$ cat config.mk
export PLATFORM = sky130hd
export DESIGN_NAME = cte_core
export DESIGN_NICKNAME = d
export VERILOG_FILES = /design/src/logic/cte_pkg.sv /design/src/logic/cte_core.sv /design/src/logic/cte_ea_gen.sv
export SDC_FILE = /design/constraint.sdc
export NUM_CORES = 1
export LEC_CHECK = 0
export ABC_AREA = 1
export BUFFER_PORTS_ARGS = -buffer_cell sky130_fd_sc_hd__buf_4
export CORE_AREA = 5 5 124 172
export DETAILED_ROUTE_END_ITERATION = 8
export DIE_AREA = 0 0 129 177
export PLACE_DENSITY = 0.76
export SYNTH_ARGS = -nofsm -noshare
export SYNTH_HDL_FRONTEND = slang
export SYNTH_SLANG_ARGS = --single-unit
$ cat constraint.sdc
create_clock -name mclk -period 5.4 [get_ports mclk]
set_clock_uncertainty 0.15 [all_clocks]
set_input_delay 1.62 -clock mclk [delete_from_list [all_inputs] [get_ports mclk]]
set_output_delay 1.62 -clock mclk [all_outputs]
set_load 0.005 [all_outputs]
$ cat src/logic/cte_pkg.sv
// constants, opcodes, states and decode helpers for the cpu tail executor
// assumes a byte-wide memory bus with combinational read data
package cte_pkg;
  // opcodes handled by the executor
  localparam logic [7:0] OP_TRAP = 8'h83;
  localparam logic [7:0] OP_TAP = 8'h84;
  localparam logic [7:0] OP_FL_TO_ACC = 8'h85;
  localparam logic [7:0] OP_WAIT = 8'h8f;
  localparam logic [7:0] OP_ACC_TO_IDX = 8'h97;
  localparam logic [7:0] OP_IDX_TO_ACC = 8'h9f;
  localparam logic [7:0] OP_SP_TO_IDX = 8'h95;
  localparam logic [7:0] OP_IDX_TO_SP = 8'h94;
  localparam logic [7:0] OP_ZT_DIR = 8'h3d;
  localparam logic [7:0] OP_ZT_ACC = 8'h4d;
  localparam logic [7:0] OP_ZT_IDX = 8'h5d;
  localparam logic [7:0] OP_ZT_IXS = 8'h6d;
  localparam logic [7:0] OP_ZT_IX = 8'h7d;
  localparam logic [7:0] OP_PREFIX = 8'h9e;
  localparam logic [7:0] OP_ZT_SPS = 8'h6d;
  localparam logic [7:0] OP_LOAD_FULL = 8'hc6;
  localparam logic [7:0] OP_LOAD_IXW = 8'hd6;
  localparam logic [7:0] OP_LOAD_IXS = 8'he6;
  localparam logic [7:0] OP_CBEQ_DIR = 8'h31;
  localparam logic [7:0] OP_CBEQ_IXP = 8'h71;
  // flags register bit positions; bits 6 and 5 always read one
  localparam int FL_V = 7;
  localparam int FL_H = 4;
  localparam int FL_I = 3;
  localparam int FL_N = 2;
  localparam int FL_Z = 1;
  localparam int FL_C = 0;
  localparam logic [7:0] FL_ONES = 8'h60;
  // reset values
  localparam logic [7:0] RST_FLAGS = 8'h68;
  localparam logic [15:0] RST_SP = 16'h00ff;
  localparam logic [15:0] RST_PC = 16'h0000;
  // vector addresses (high byte at the address, low byte at +1)
  localparam logic [15:0] VEC_RESET = 16'hfffe;
  localparam logic [15:0] VEC_TRAP = 16'hfffc;
  localparam logic [15:0] VEC_IRQ = 16'hfffa;
  localparam logic [2:0] PUSH_LAST = 3'h4;

  typedef enum logic [3:0] {
    ST_FETCH = 4'h0, ST_PRE = 4'h1, ST_OP1 = 4'h2, ST_OP2 = 4'h3,
    ST_READ = 4'h4, ST_REL = 4'h5, ST_INH = 4'h6, ST_TRAP = 4'h7,
    ST_PUSH = 4'h8, ST_VECH = 4'h9, ST_VECL = 4'ha, ST_WAIT = 4'hb
  } cte_state_t;

  typedef enum logic [2:0] {
    MD_NONE = 3'h0, MD_DIR = 3'h1, MD_FULL = 3'h2, MD_IX = 3'h3,
    MD_IXS = 3'h4, MD_IXW = 3'h5, MD_SP1 = 3'h6, MD_IXP = 3'h7
  } cte_mode_t;

  // addressing mode of a memory-operand opcode
  function automatic cte_mode_t mode_of(input logic [7:0] op,
                                        input logic pre);
    mode_of = MD_NONE;
    if (pre) begin
      if (op == OP_ZT_SPS) mode_of = MD_SP1;
    end else begin
      case (op)
        OP_ZT_DIR, OP_CBEQ_DIR: mode_of = MD_DIR;
        OP_ZT_IXS, OP_LOAD_IXS: mode_of = MD_IXS;
        OP_ZT_IX: mode_of = MD_IX;
        OP_LOAD_FULL: mode_of = MD_FULL;
        OP_LOAD_IXW: mode_of = MD_IXW;
        OP_CBEQ_IXP: mode_of = MD_IXP;
        default: mode_of = MD_NONE;
      endcase
    end
  endfunction

  // flags after a zero test or load of val
  function automatic logic [7:0] zt_flags(input logic [7:0] fl,
                                          input logic [7:0] val);
    zt_flags = fl;
    zt_flags[FL_V] = 1'b0;
    zt_flags[FL_N] = val[7];
    zt_flags[FL_Z] = (val == 8'h00);
  endfunction
endpackage

$ cat src/logic/cte_core.sv
// executor for the trap, wait, zero-test and transfer instructions
// assumes memory read data is valid in the cycle the address is shown
`timescale 1ns/10ps
`default_nettype none
module cte_core (
  // clock and reset
  input wire logic mclk,
  input wire logic reset,
  // memory bus
  output logic [15:0] mem_addr,
  output logic mem_re,
  output logic mem_we,
  output logic [7:0] mem_wdata,
  input wire logic [7:0] mem_rdata,
  // interrupt and wait status
  input wire logic irq_req,
  output logic wait_halt,
  // architectural state
  output logic [7:0] acc,
  output logic [15:0] index,
  output logic [15:0] stackptr,
  output logic [7:0] flags,
  output logic [15:0] progctr
);
  cte_pkg::cte_state_t st_q, st_d;
  logic [15:0] pc_q, pc_d, hx_q, hx_d, sp_q, sp_d, vec_q, vec_d;
  logic [7:0] a_q, a_d, fl_q, fl_d, op_q, op_d, b1_q, b1_d, b2_q, b2_d;
  logic [7:0] md_q, md_d;
  logic pre_q, pre_d;
  logic [2:0] cnt_q, cnt_d;
  logic [15:0] ea;

  wire [7:0] rd = mem_rdata;
  wire [15:0] pc_inc = pc_q + 16'h0001;
  wire [15:0] rel_tgt = pc_inc + {{8{rd[7]}}, rd};
  wire cte_pkg::cte_mode_t cur_mode = cte_pkg::mode_of(op_q, pre_q);
  wire cte_pkg::cte_mode_t new_mode = cte_pkg::mode_of(rd, 1'b0);
  wire is_cbeq = (op_q == cte_pkg::OP_CBEQ_DIR) ||
                 (op_q == cte_pkg::OP_CBEQ_IXP);
  wire two_byte = (cur_mode == cte_pkg::MD_FULL) ||
                  (cur_mode == cte_pkg::MD_IXW);
  wire fetching = (st_q == cte_pkg::ST_FETCH);

  cte_ea_gen u_ea (
    .mode(cur_mode),
    .byte1(b1_q),
    .byte2(b2_q),
    .index(hx_q),
    .stackptr(sp_q),
    .ea(ea)
  );

  // bus drive: one access per cycle
  always_comb begin
    mem_addr = pc_q;
    mem_re = 1'b1;
    mem_we = 1'b0;
    mem_wdata = 8'h00;
    unique case (st_q)
      cte_pkg::ST_READ: mem_addr = ea;
      cte_pkg::ST_PUSH: begin
        mem_addr = sp_q;
        mem_re = 1'b0;
        mem_we = 1'b1;
        unique case (cnt_q)
          3'h0: mem_wdata = pc_q[7:0];
          3'h1: mem_wdata = pc_q[15:8];
          3'h2: mem_wdata = hx_q[7:0];
          3'h3: mem_wdata = a_q;
          default: mem_wdata = fl_q;
        endcase
      end
      cte_pkg::ST_VECH: mem_addr = vec_q;
      cte_pkg::ST_VECL: mem_addr = vec_q + 16'h0001;
      cte_pkg::ST_INH, cte_pkg::ST_TRAP, cte_pkg::ST_WAIT: mem_re = 1'b0;
      default: mem_addr = pc_q;
    endcase
  end

  // sequencing and execution
  always_comb begin
    st_d = st_q;
    pc_d = pc_q;
    hx_d = hx_q;
    sp_d = sp_q;
    vec_d = vec_q;
    a_d = a_q;
    fl_d = fl_q;
    op_d = op_q;
    b1_d = b1_q;
    b2_d = b2_q;
    md_d = md_q;
    pre_d = pre_q;
    cnt_d = cnt_q;
    unique case (st_q)
      cte_pkg::ST_FETCH: begin
        pc_d = pc_inc;
        op_d = rd;
        pre_d = 1'b0;
        cnt_d = 3'h0;
        st_d = cte_pkg::ST_FETCH;
        case (rd)
          cte_pkg::OP_PREFIX: st_d = cte_pkg::ST_PRE;
          cte_pkg::OP_ZT_ACC: fl_d = cte_pkg::zt_flags(fl_q, a_q);
          cte_pkg::OP_ZT_IDX: fl_d = cte_pkg::zt_flags(fl_q, hx_q[7:0]);
          cte_pkg::OP_ACC_TO_IDX: hx_d[7:0] = a_q;
          cte_pkg::OP_IDX_TO_ACC: a_d = hx_q[7:0];
          cte_pkg::OP_FL_TO_ACC: a_d = fl_q;
          cte_pkg::OP_TAP, cte_pkg::OP_SP_TO_IDX, cte_pkg::OP_IDX_TO_SP:
            st_d = cte_pkg::ST_INH;
          cte_pkg::OP_TRAP: begin
            vec_d = cte_pkg::VEC_TRAP;
            st_d = cte_pkg::ST_TRAP;
          end
          cte_pkg::OP_WAIT: begin
            fl_d[cte_pkg::FL_I] = 1'b0;
            st_d = cte_pkg::ST_WAIT;
          end
          default: begin
            if (new_mode == cte_pkg::MD_IX || new_mode == cte_pkg::MD_IXP)
              st_d = cte_pkg::ST_READ;
            else if (new_mode != cte_pkg::MD_NONE)
              st_d = cte_pkg::ST_OP1;
          end
        endcase
      end
      cte_pkg::ST_PRE: begin
        pc_d = pc_inc;
        op_d = rd;
        pre_d = 1'b1;
        st_d = (rd == cte_pkg::OP_ZT_SPS) ? cte_pkg::ST_OP1 :
               cte_pkg::ST_FETCH;
      end
      cte_pkg::ST_OP1: begin
        pc_d = pc_inc;
        b1_d = rd;
        st_d = two_byte ? cte_pkg::ST_OP2 : cte_pkg::ST_READ;
      end
      cte_pkg::ST_OP2: begin
        pc_d = pc_inc;
        b2_d = rd;
        st_d = cte_pkg::ST_READ;
      end
      cte_pkg::ST_READ: begin
        md_d = rd;
        st_d = cte_pkg::ST_FETCH;
        if (is_cbeq) begin
          if (cur_mode == cte_pkg::MD_IXP) hx_d = hx_q + 16'h0001;
          st_d = cte_pkg::ST_REL;
        end else begin
          if (!pre_q && op_q[7]) a_d = rd;
          fl_d = cte_pkg::zt_flags(fl_q, rd);
        end
      end
      cte_pkg::ST_REL: begin
        pc_d = (a_q == md_q) ? rel_tgt : pc_inc;
        st_d = cte_pkg::ST_FETCH;
      end
      cte_pkg::ST_INH: begin
        st_d = cte_pkg::ST_FETCH;
        case (op_q)
          cte_pkg::OP_TAP: fl_d = a_q | cte_pkg::FL_ONES;
          cte_pkg::OP_SP_TO_IDX: hx_d = sp_q + 16'h0001;
          default: sp_d = hx_q - 16'h0001;
        endcase
      end
      cte_pkg::ST_TRAP: st_d = cte_pkg::ST_PUSH;
      cte_pkg::ST_PUSH: begin
        sp_d = sp_q - 16'h0001;
        cnt_d = cnt_q + 3'h1;
        if (cnt_q == cte_pkg::PUSH_LAST) begin
          fl_d[cte_pkg::FL_I] = 1'b1;
          st_d = cte_pkg::ST_VECH;
        end
      end
      cte_pkg::ST_VECH: begin
        b1_d = rd;
        st_d = cte_pkg::ST_VECL;
      end
      cte_pkg::ST_VECL: begin
        pc_d = {b1_q, rd};
        st_d = cte_pkg::ST_FETCH;
      end
      cte_pkg::ST_WAIT: begin
        if (irq_req) begin
          vec_d = cte_pkg::VEC_IRQ;
          cnt_d = 3'h0;
          st_d = cte_pkg::ST_PUSH;
        end
      end
      default: st_d = cte_pkg::ST_FETCH;
    endcase
  end

  always_ff @(posedge mclk or posedge reset) begin
    if (reset) begin
      st_q <= cte_pkg::ST_VECH;
      vec_q <= cte_pkg::VEC_RESET;
      pc_q <= cte_pkg::RST_PC;
      sp_q <= cte_pkg::RST_SP;
      fl_q <= cte_pkg::RST_FLAGS;
      {hx_q, a_q, op_q, b1_q, b2_q, md_q} <= '0;
      {pre_q, cnt_q} <= '0;
    end else begin
      st_q <= st_d;
      vec_q <= vec_d;
      pc_q <= pc_d;
      sp_q <= sp_d;
      fl_q <= fl_d;
      {hx_q, a_q, op_q, b1_q, b2_q, md_q} <=
        {hx_d, a_d, op_d, b1_d, b2_d, md_d};
      {pre_q, cnt_q} <= {pre_d, cnt_d};
    end
  end

  assign wait_halt = (st_q == cte_pkg::ST_WAIT);
  assign acc = a_q;
  assign index = hx_q;
  assign stackptr = sp_q;
  assign flags = fl_q;
  assign progctr = pc_q;
endmodule
`default_nettype wire

$ cat src/logic/cte_ea_gen.sv
// effective address generator for the operand addressing modes
// assumes operand bytes are already captured by the caller
`timescale 1ns/10ps
`default_nettype none
module cte_ea_gen (
  // mode and operand bytes
  input wire cte_pkg::cte_mode_t mode,
  input wire logic [7:0] byte1,
  input wire logic [7:0] byte2,
  // base registers
  input wire logic [15:0] index,
  input wire logic [15:0] stackptr,
  // result
  output logic [15:0] ea
);
  wire [15:0] short_off = {8'h00, byte1};
  wire [15:0] wide_off = {byte1, byte2};

  always_comb begin
    unique case (mode)
      cte_pkg::MD_DIR: ea = short_off;
      cte_pkg::MD_FULL: ea = wide_off;
      cte_pkg::MD_IXS: ea = index + short_off;
      cte_pkg::MD_IXW: ea = index + wide_off;
      cte_pkg::MD_SP1: ea = stackptr + short_off;
      default: ea = index;
    endcase
  end
endmodule
`default_nettype wire

## Word level (Yosys, flattened, before mapping)

Cells that the tools add are included.

| storage, ports and cells | value |
|---|---|
| bits in registers | 120 |
| bits of input ports | 11 |
| output and inout port bits | 91 |
| logic and storage cells | 189 |

| operators by class | value |
|---|---|
| $add $sub $neg | 11 |
| equal/unequal tests | 68 |
| multiplexer cells | 48 |
| bitwise operators | 2 |
| reduce and logical (&&, ||, !) cells | 43 |

Operators with widths:

| kind | count |
|---|---|
| $eq A8 B8 Y1 const B | 17 |
| $mux W16 | 7 |
| $pmux W16 S5 | 1 |
| $add A16 B1 Y16 const B | 4 |
| $eq A8 B7 Y1 const B | 8 |
| $pmux W16 S2 | 2 |
| $pmux W16 S4 | 1 |
| $mux W8 | 6 |
| $pmux W16 S3 | 1 |
| $pmux W8 S2 | 3 |
| $pmux W3 S6 | 2 |
| $pmux W4 S9 | 1 |
| $add A16 B16 Y16 | 2 |
| $add A16 B8 Y16 | 2 |
| $eq A8 B6 Y1 const B | 4 |
| $pmux W8 S4 | 1 |
| $sub A16 B1 Y16 const B | 2 |
| $logic_not A8 Y1 | 3 |
| $pmux W8 S3 | 1 |
| $pmux W4 S5 | 1 |
| $reduce_and A4 Y1 | 5 |
| $eq A3 B3 Y1 const B | 6 |
| $mux W3 | 6 |
| $pmux W3 S3 | 2 |
| 33 further kinds | 84 |

## Logic depth before layout (Yosys ltp)

Gate-level depths: netlist (run 1).

| logic depth | value |
|---|---|
| depth in word-level cells | 8 |
| depth in mapped cells | 24 |

## Modules after synthesis

From an unflattened synthesis (run 1), not the netlist that was laid out.

| unflattened totals | value |
|---|---|
| cells, all modules | 1801 |
| area total of the unflattened synthesis | 10916.7 µm² |

By module, submodules not included:

| module | times used | cells an instance | area each (µm²) | sequential area each (µm²) |
|---|---|---|---|---|
| cte_core | 1 | 1363 | 8683.3 | 2645.0 |
| cte_ea_gen | 1 | 438 | 2233.4 | 0.0 |

## Worst setup path before layout (run 1)

OpenSTA, ideal clock, no wires.

| timing | value |
|---|---|
| path kind | flip-flop to output port |
| from | reg op_q[1] |
| to | out mem_addr[12] |
| arrival | 2.950 ns |
| data required time | 3.630 ns |
| slack | 0.680 ns |
| stages on the path, launching flop included | 23 |
| path buffers | 3 |
| cell sequence | dfrtp_1 inv_1 nand2_2 nor2_4 nand3_2 buf_6 buf_2 clkbuf_1 o21ai_0 ha_1 fa_1 nand2_1 o21ai_0 nand2_1 nand2_1 nand2_1 nor2_2 nand3_1 nand2_1 nand3_1 nand3_1 nand2_1 a21oi_1 |

| between the ends | value |
|---|---|
| longest elaborated chain between the ends | 7 |
| elaborated cells on any way between the ends | 20 |
| classes of those cells | 13 x eq/ne; 5 x mux; 2 x reduce/logical |

Ends and longest elaborated chain:

| what | RTL line | RTL |
|---|---|---|
| start: declaration | cte_core.sv:27 | `logic [7:0] a_q, a_d, fl_q, fl_d, op_q, op_d, b1_q, b1_d, b2_q, b2_d;` |
| start signal: assignment | cte_core.sv:210 | `{hx_q, a_q, op_q, b1_q, b2_q, md_q} <=` |
| $eq A8 B7 Y1, or another cell as far along | cte_pkg.sv:59, cte_pkg.sv:61 |  |
| $reduce_or A2 Y1 | cte_pkg.sv:61 | `case (op)` |
| $pmux W3 S6 | cte_pkg.sv:61 |  |
| $mux W3 (*) | cte_pkg.sv:58 | `if (pre) begin` |
| $eq A3 B3 Y1, or another cell as far along | cte_ea_gen.sv:20 | `unique case (mode)` |
| $pmux W16 S5 (*) | cte_ea_gen.sv:20 |  |
| $pmux W16 S4 (*) | cte_core.sv:59 | `unique case (st_q)` |
| end: declaration | cte_core.sv:10 | `output logic [15:0] mem_addr,` |

Every way passes the cells marked *; elsewhere a longest branch is shown, timed or not.

## Worst setup path after layout (run 1)

| timing | value |
|---|---|
| from | reg op_q[4] |
| to | out mem_addr[12] |

Same word-level chain as after synthesis.

==> metrics, run 1 <==
initial antenna violation count 0; full die area 22830 sq um; combinational power share 60.6%; GRT overflow 0; DRC violation count after routing 0; post-synth net total 1710; Setup TNS 0 ns; CP most frequent cell nand2_1; Rows 61; Final Hold Fails 0; status complete, no violations; internal cell power 2764 uW; Die W 129 microns; top cell type's share of synthesized area 21.59%; vias per std cell 6.018; CP Class reg -> out; Synth Instances 1645; Post-DP Area 11520 sq um; post-synthesis register bit count 105; worst path arrival time 3.31 ns; io pins 102; Post-synth EDFFs 0; min-delay src md_q[5]$_DFFE_PP0P_; P per Cell Area 486.4 nW/um^2; most common cell after layout, fill and taps aside nand2_1; Startpoint Class flop; sequential share of power 27.3%; CTS tree built; R2R Path End progctr[15]$_DFFE_PP0P_; Core Box Area 19690 sq um; Final #Nets 1798; Cell Area, Synth 10550 sq um; DP Cell Count 1972; CP endpoint kind primary output; final period utilization 94.13%; starting density of the core 53.57%; fillers 1986; f_max 0.1967 GHz; GPL Wtd Cong 0.9809; maximum clock insertion buffer count 2; Final Max Tran Viols 0; Net Sw Power 3013 uW; register-to-register setup slack 1.72 ns; global-route wire length before repair 62960 microns; Total Power 5777 uW; DRT antenna net count 0; critical path, cell by cell inv_1, nand2_1, nor2_4, nand3_4, o21ai_0, fa_1, nand2_1, o21ai_1, nand2_1, nand2_1, nand2_1, nor2_4, nand3_1, nand2_1, nand3_1, nand3_1, nand2_1, a21oi_1, buf_4; min Tclk post-route 5.083 ns; Root Buffer clkbuf_16; Max H-tree Level 3; Synth area leader dfrtp_1; Max Fanout on Critical Path 9; layout cells sized above 1 13.87%; DIE HEIGHT 177 microns; asr flop ratio synth 100.0%; sequential fraction of the synthesis area 25.07%; Worst Tran Pin Value 1.248 ns; switching part of the total 52.16%; Leak 0.005898 uW; RSZ-0062 raised after global routing false; synth warn 0; Synth area leaders dfrtp_1, nand2_1, inv_1; total CTS buffers 9; hold path depth 2; Top delay family on crit path simple AND/OR/NAND/NOR gates; Crit path buffers/inverters 2; Synth cell types 54; Vias 11976; initial DRC count 1372; leading cell types in the layout, fill and taps excluded nand2_1, inv_1, nor2_1, o21ai_0, buf_4; RR Startpoint progctr[0]$_DFFE_PP0P_; clock share of power 12.1%; gr usage total 35.55%; max_slew headroom 16.78%; dpl hpwl 31780 microns; max_cap viols 0; Final Instance Area 11880 sq um; WHS 0.3478 ns; largest stage delay on the critical path 0.41 ns; final cell count without fillers 1990; Mapped Avg Cell Area 6.413 sq um; vias in the first global route 11703; final setup fails 0; clk_lat worst skew 0.37 ns; largest net degree at the start of global routing 60; per-cell routed wire length 20.28 microns; worst hold-check path type reg -> reg; clk sinks 105; slowest cell on the critical path dfrtp_1; I/O Buffers 101; Hold Path Sink md_q[5]$_DFFE_PP0P_; final WL 40370 microns; Clk pin slew, worst setup/hold paths 0.09 ns; ys flop type dfrtp_1; Peak VDD IR 0.3018 mV; Syn-to-layout area delta 12.60%; R2R depth 18; drt first pass iters 6; critical path required time 3.63 ns; # diodes 0
-- power groups by stage --
stage / Combinational, uW / Sequential (uW) / Clock, uW
CTS: 3450 / 1550 / 693
global route: 3900 / 1600 / 728
floorplan: 2310 / 1370 / 0
finish: 3500 / 1580 / 700
detailed placement: 3420 / 1560 / 0
global placement: 3370 / 1550 / 0
-- worst reg2reg max path: stages, from the launching register on --
cell,delay [ns]
dfrtp_1,0.48
ha_1,0.24
nand2_1,0.09
nor2_1,0.19
nand3_1,0.14
nor2_1,0.23
nand2_1,0.14
nor3_1,0.21
xor2_1,0.21
inv_1,0.09
ha_1,0.35
nand2_1,0.12
nor3_1,0.28
a21oi_1,0.16
nand3_1,0.11
nand3_1,0.09
nand2_1,0.09
nand3_1,0.06
a22oi_1,0.18
-- cells by family after synthesis --
group	share of synthesized area [%]
mux	0.1067
simple gates	34.18
buf+inv	9.809
compound gates	19.97
xor+xnor	4.234
fa+ha+maj	6.618
flops	25.07
-- cells in the mapped netlist (7+ instances only) --
| master | count |
|---|---|
| nand2_1 | 396 |
| inv_1 | 196 |
| nor2_1 | 184 |
| o21ai_0 | 136 |
| nand3_1 | 107 |
| dfrtp_1 | 91 |
| a21oi_1 | 73 |
| ha_1 | 51 |
| xor2_1 | 43 |
| nand4_1 | 37 |
| nor3_1 | 30 |
| clkbuf_1 | 23 |
| o211ai_1 | 20 |
| o22ai_1 | 20 |
| nor2_2 | 18 |
| o21ai_1 | 17 |
| a221oi_1 | 16 |
| a31oi_1 | 15 |
| inv_2 | 15 |
| dfstp_2 | 14 |
| or2_2 | 13 |
| nand2_2 | 11 |
| a22oi_1 | 10 |
| buf_2 | 9 |
| nor2_4 | 8 |
| o31ai_1 | 8 |
| xnor2_1 | 8 |
| a21o_1 | 7 |
| nor4_1 | 7 |
-- metrics by stage --
step	setup WS, ns	util, %
floorplan	0.6801	-
finish	0.3169	60.32
global placement	0.4309	58.52
CTS	0.1799	60.13
global route	0.01763	60.32
detailed placement	0.3374	58.52
-- worst max path at each step --
stage	start	endpoint	slack, ns	cells past startpoint
after floorplan	op_q[1]$_DFFE_PP0P_	mem_addr[12]	0.68	22
after global placement	op_q[7]$_DFFE_PP0P_	mem_addr[12]	0.43	20
after detailed placement	op_q[7]$_DFFE_PP0P_	mem_addr[12]	0.34	20
after CTS	op_q[4]$_DFFE_PP0P_	mem_addr[13]	0.18	23
after global routing	op_q[4]$_DFFE_PP0P_	mem_addr[13]	0.02	23
final	op_q[4]$_DFFE_PP0P_	mem_addr[12]	0.32	19
-- layer usage --
| layer | part of all wire, % | GRT usage (%) |
|---|---|---|
| met5 | 0 | 0 |
| met4 | 6.7 | 20.97 |
| met3 | 8.7 | 4.559 |
| met2 | 47 | 59.67 |
| met1 | 37 | 43.22 |
-- sequential cells by signal, indices dropped and copies added (netlist names), 8 cells and up --
| name | count |
|---|---|
| op_q | 8 |
| progctr | 16 |
| b1_q | 8 |
| index | 16 |
| acc | 8 |
| stackptr | 16 |
| b2_q | 8 |
| md_q | 8 |
-- final cells by class --
type	instances	area [sq um]	area share [%]
well taps	252	315.3	2.655
clock inverters	6	70.07	0.5899
inverters	214	808.3	6.805
multi-input cells	1283	6892	58.02
repair buffers	120	908.4	7.648
flip-flops and latches	105	2645	22.27
clock buffers	10	239.0	2.012
-- timing repair --
action	in CTS	in global routing
hold buffers	0	0
endpoints found under the setup margin	4	9
resized for setup	1	10
buffers inserted	1	1
pin swaps	1	1
endpoints found under the hold margin	0	0
Power figures use the tool's default switching activity.
==> run 2: changes to the inputs <==
Settings changed: PLACE_DENSITY 0.76 to 0.71.
Clock period 5.4 ns to 5.1 ns, I/O delays scaled along.
==> metrics, run 2 (synthesis gave the netlist of run 1 again) <==
crit path from op_q[1]$_DFFE_PP0P_; min Tclk post-route 4.938 ns; Crit path buffers/inverters 4; layout cells sized above 1 15.46%; Max H-tree Level 3; initial antenna violation count 0; f_max 0.2025 GHz; total CTS buffers 9; global-route wire length before repair 63510 microns; GPL Wtd Cong 0.9803; Hold Path Sink md_q[0]$_DFFE_PP0P_; worst hold-check path type reg -> reg; # diodes 0; RSZ-0062 raised after global routing true; clock share of power 11.8%; clk sinks 105; slowest cell on the critical path dfrtp_1; drt first pass iters 6; CP endpoint kind primary output; most common cell after layout, fill and taps aside nand2_1; critical path, cell by cell inv_1, nand2_2, nor2_4, buf_4, nand3_2, o21ai_0, ha_1, nand3_1, nand3_2, nand2_1, nand2_2, nand2_1, nand2_2, nand3_4, inv_1, a21oi_1, nand2_1, nand3_1, nand2_1, a21oi_2, buf_4; switching part of the total 52.16%; vias in the first global route 11612; R2R depth 19; multi-input combinational cell area 6939 sq um; Clk pin slew, worst setup/hold paths 0.09 ns; gr usage total 35.96%; Core Box Area 19690 sq um; Vias 12065; Leak 0.005998 uW; final WL 41520 microns; internal cell power 2994 uW; cts hold-fix bufs 0; min-delay src md_q[0]$_DFFE_PP0P_; Setup TNS 0 ns; fin util 61.44%; Peak VDD IR 0.2985 mV; I/O Buffers 101; Rows 61; per-cell routed wire length 20.65 microns; max_slew headroom 21.07%; Syn-to-layout area delta 14.68%; Final Hold Fails 0; register-to-register setup slack 1.52 ns; Die W 129 microns; Worst Tran Pin Value 1.184 ns; Top delay family on crit path simple AND/OR/NAND/NOR gates; io pins 102; CTS tree built; initial DRC count 1139; fillers 1992; critical path required time 3.42 ns; R2R Path End progctr[15]$_DFFE_PP0P_; P per Cell Area 517.3 nW/um^2; Register Area 2646 sq um; CP most frequent cell nand2_1; DIE HEIGHT 177 microns; starting density of the core 53.57%; Final #Nets 1819; clk_lat worst skew 0.37 ns; Final Max Tran Viols 0; Startpoint Class flop; final setup fails 0; final period utilization 96.83%; largest stage delay on the critical path 0.42 ns; hold path depth 2; largest net degree at the start of global routing 71; vias per std cell 6.000; DRC violation count after routing 0; status complete, no violations; dpl hpwl 32540 microns; RR Startpoint progctr[1]$_DFFE_PP0P_; full die area 22830 sq um; combinational power share 62.1%; DRT antenna net count 0; Max Fanout on Critical Path 5; leading cell types in the layout, fill and taps excluded nand2_1, inv_1, nor2_1, buf_4, o21ai_0; worst path arrival time 3.26 ns; max_cap viols 0; Root Buffer clkbuf_16; GRT overflow 0; CP Class reg -> out; sequential share of power 26.1%; maximum clock insertion buffer count 2; Net Sw Power 3264 uW
==> run 2: timing repair <==
action / 4_1_cts / 5_1_grt
resized for setup: 2 / 24
setup buffers: 1 / 13
cloned: 0 / 2
pin swaps: 1 / 8
endpoints found under the setup margin: 9 / 10
==> run 2: final cells by class <==
cell class,count,area share (%)
flip-flops and latches,105,21.87
well taps,252,2.606
repair buffers,140,8.936
multi-input cells,1284,57.36
clock buffers,10,1.975
clock inverters,6,0.5688
inverters,214,6.681
==> run 2: metal layers <==
metal  vias to the layer above  wire, microns  GRT usage [%]
met5                         -              0              0
met1                      5585          15780          43.48
li1                       5727              -              -
met2                       615          20230          61.57
met4                         0           2538          19.92
met3                       138           2969          4.076
==> run 2: worst max path at each step <==
stage | endpoint | slack, ns | cells past startpoint
after CTS | mem_addr[13] | 0.003 | 23
after global placement | mem_addr[13] | 0.21 | 23
final | mem_addr[13] | 0.16 | 21
after detailed placement | mem_addr[12] | 0.11 | 20
after floorplan | mem_addr[12] | 0.47 | 22
after global routing | mem_addr[13] | -0.06 | 21
==> run 2: stage by stage <==
stage / power [uW] / std cells / area [sq um] / hold WS [ns] / setup WS, ns
5_1_grt: 6713 / 2011 / 12100 / 0.3784 / -0.05898
6_report: 6258 / 2011 / 12100 / 0.3482 / 0.1616
2_1_floorplan: 3903 / 1645 / 10550 / 0.3113 / 0.4701
4_1_cts: 6097 / 1996 / 11900 / 0.3496 / 0.002501
3_5_place_dp: 5347 / 1979 / 11580 / 0.3287 / 0.1050
3_3_place_gp: 5293 / 1979 / 11580 / 0.3244 / 0.2094
==> run 2: worst min-delay path, stage by stage (launching register included) <==
cell	delay, ns
dfrtp_1	0.37
nand2_1	0.06
nand2_1	0.05
==> run 2: power by group through the flow <==
stage | clock network, uW | registers, uW | logic (uW)
CTS | 737 | 1600 | 3750
global route | 766 | 1650 | 4290
floorplan | 0 | 1450 | 2450
global placement | 0 | 1620 | 3680
finish | 738 | 1630 | 3890
detailed placement | 0 | 1620 | 3730
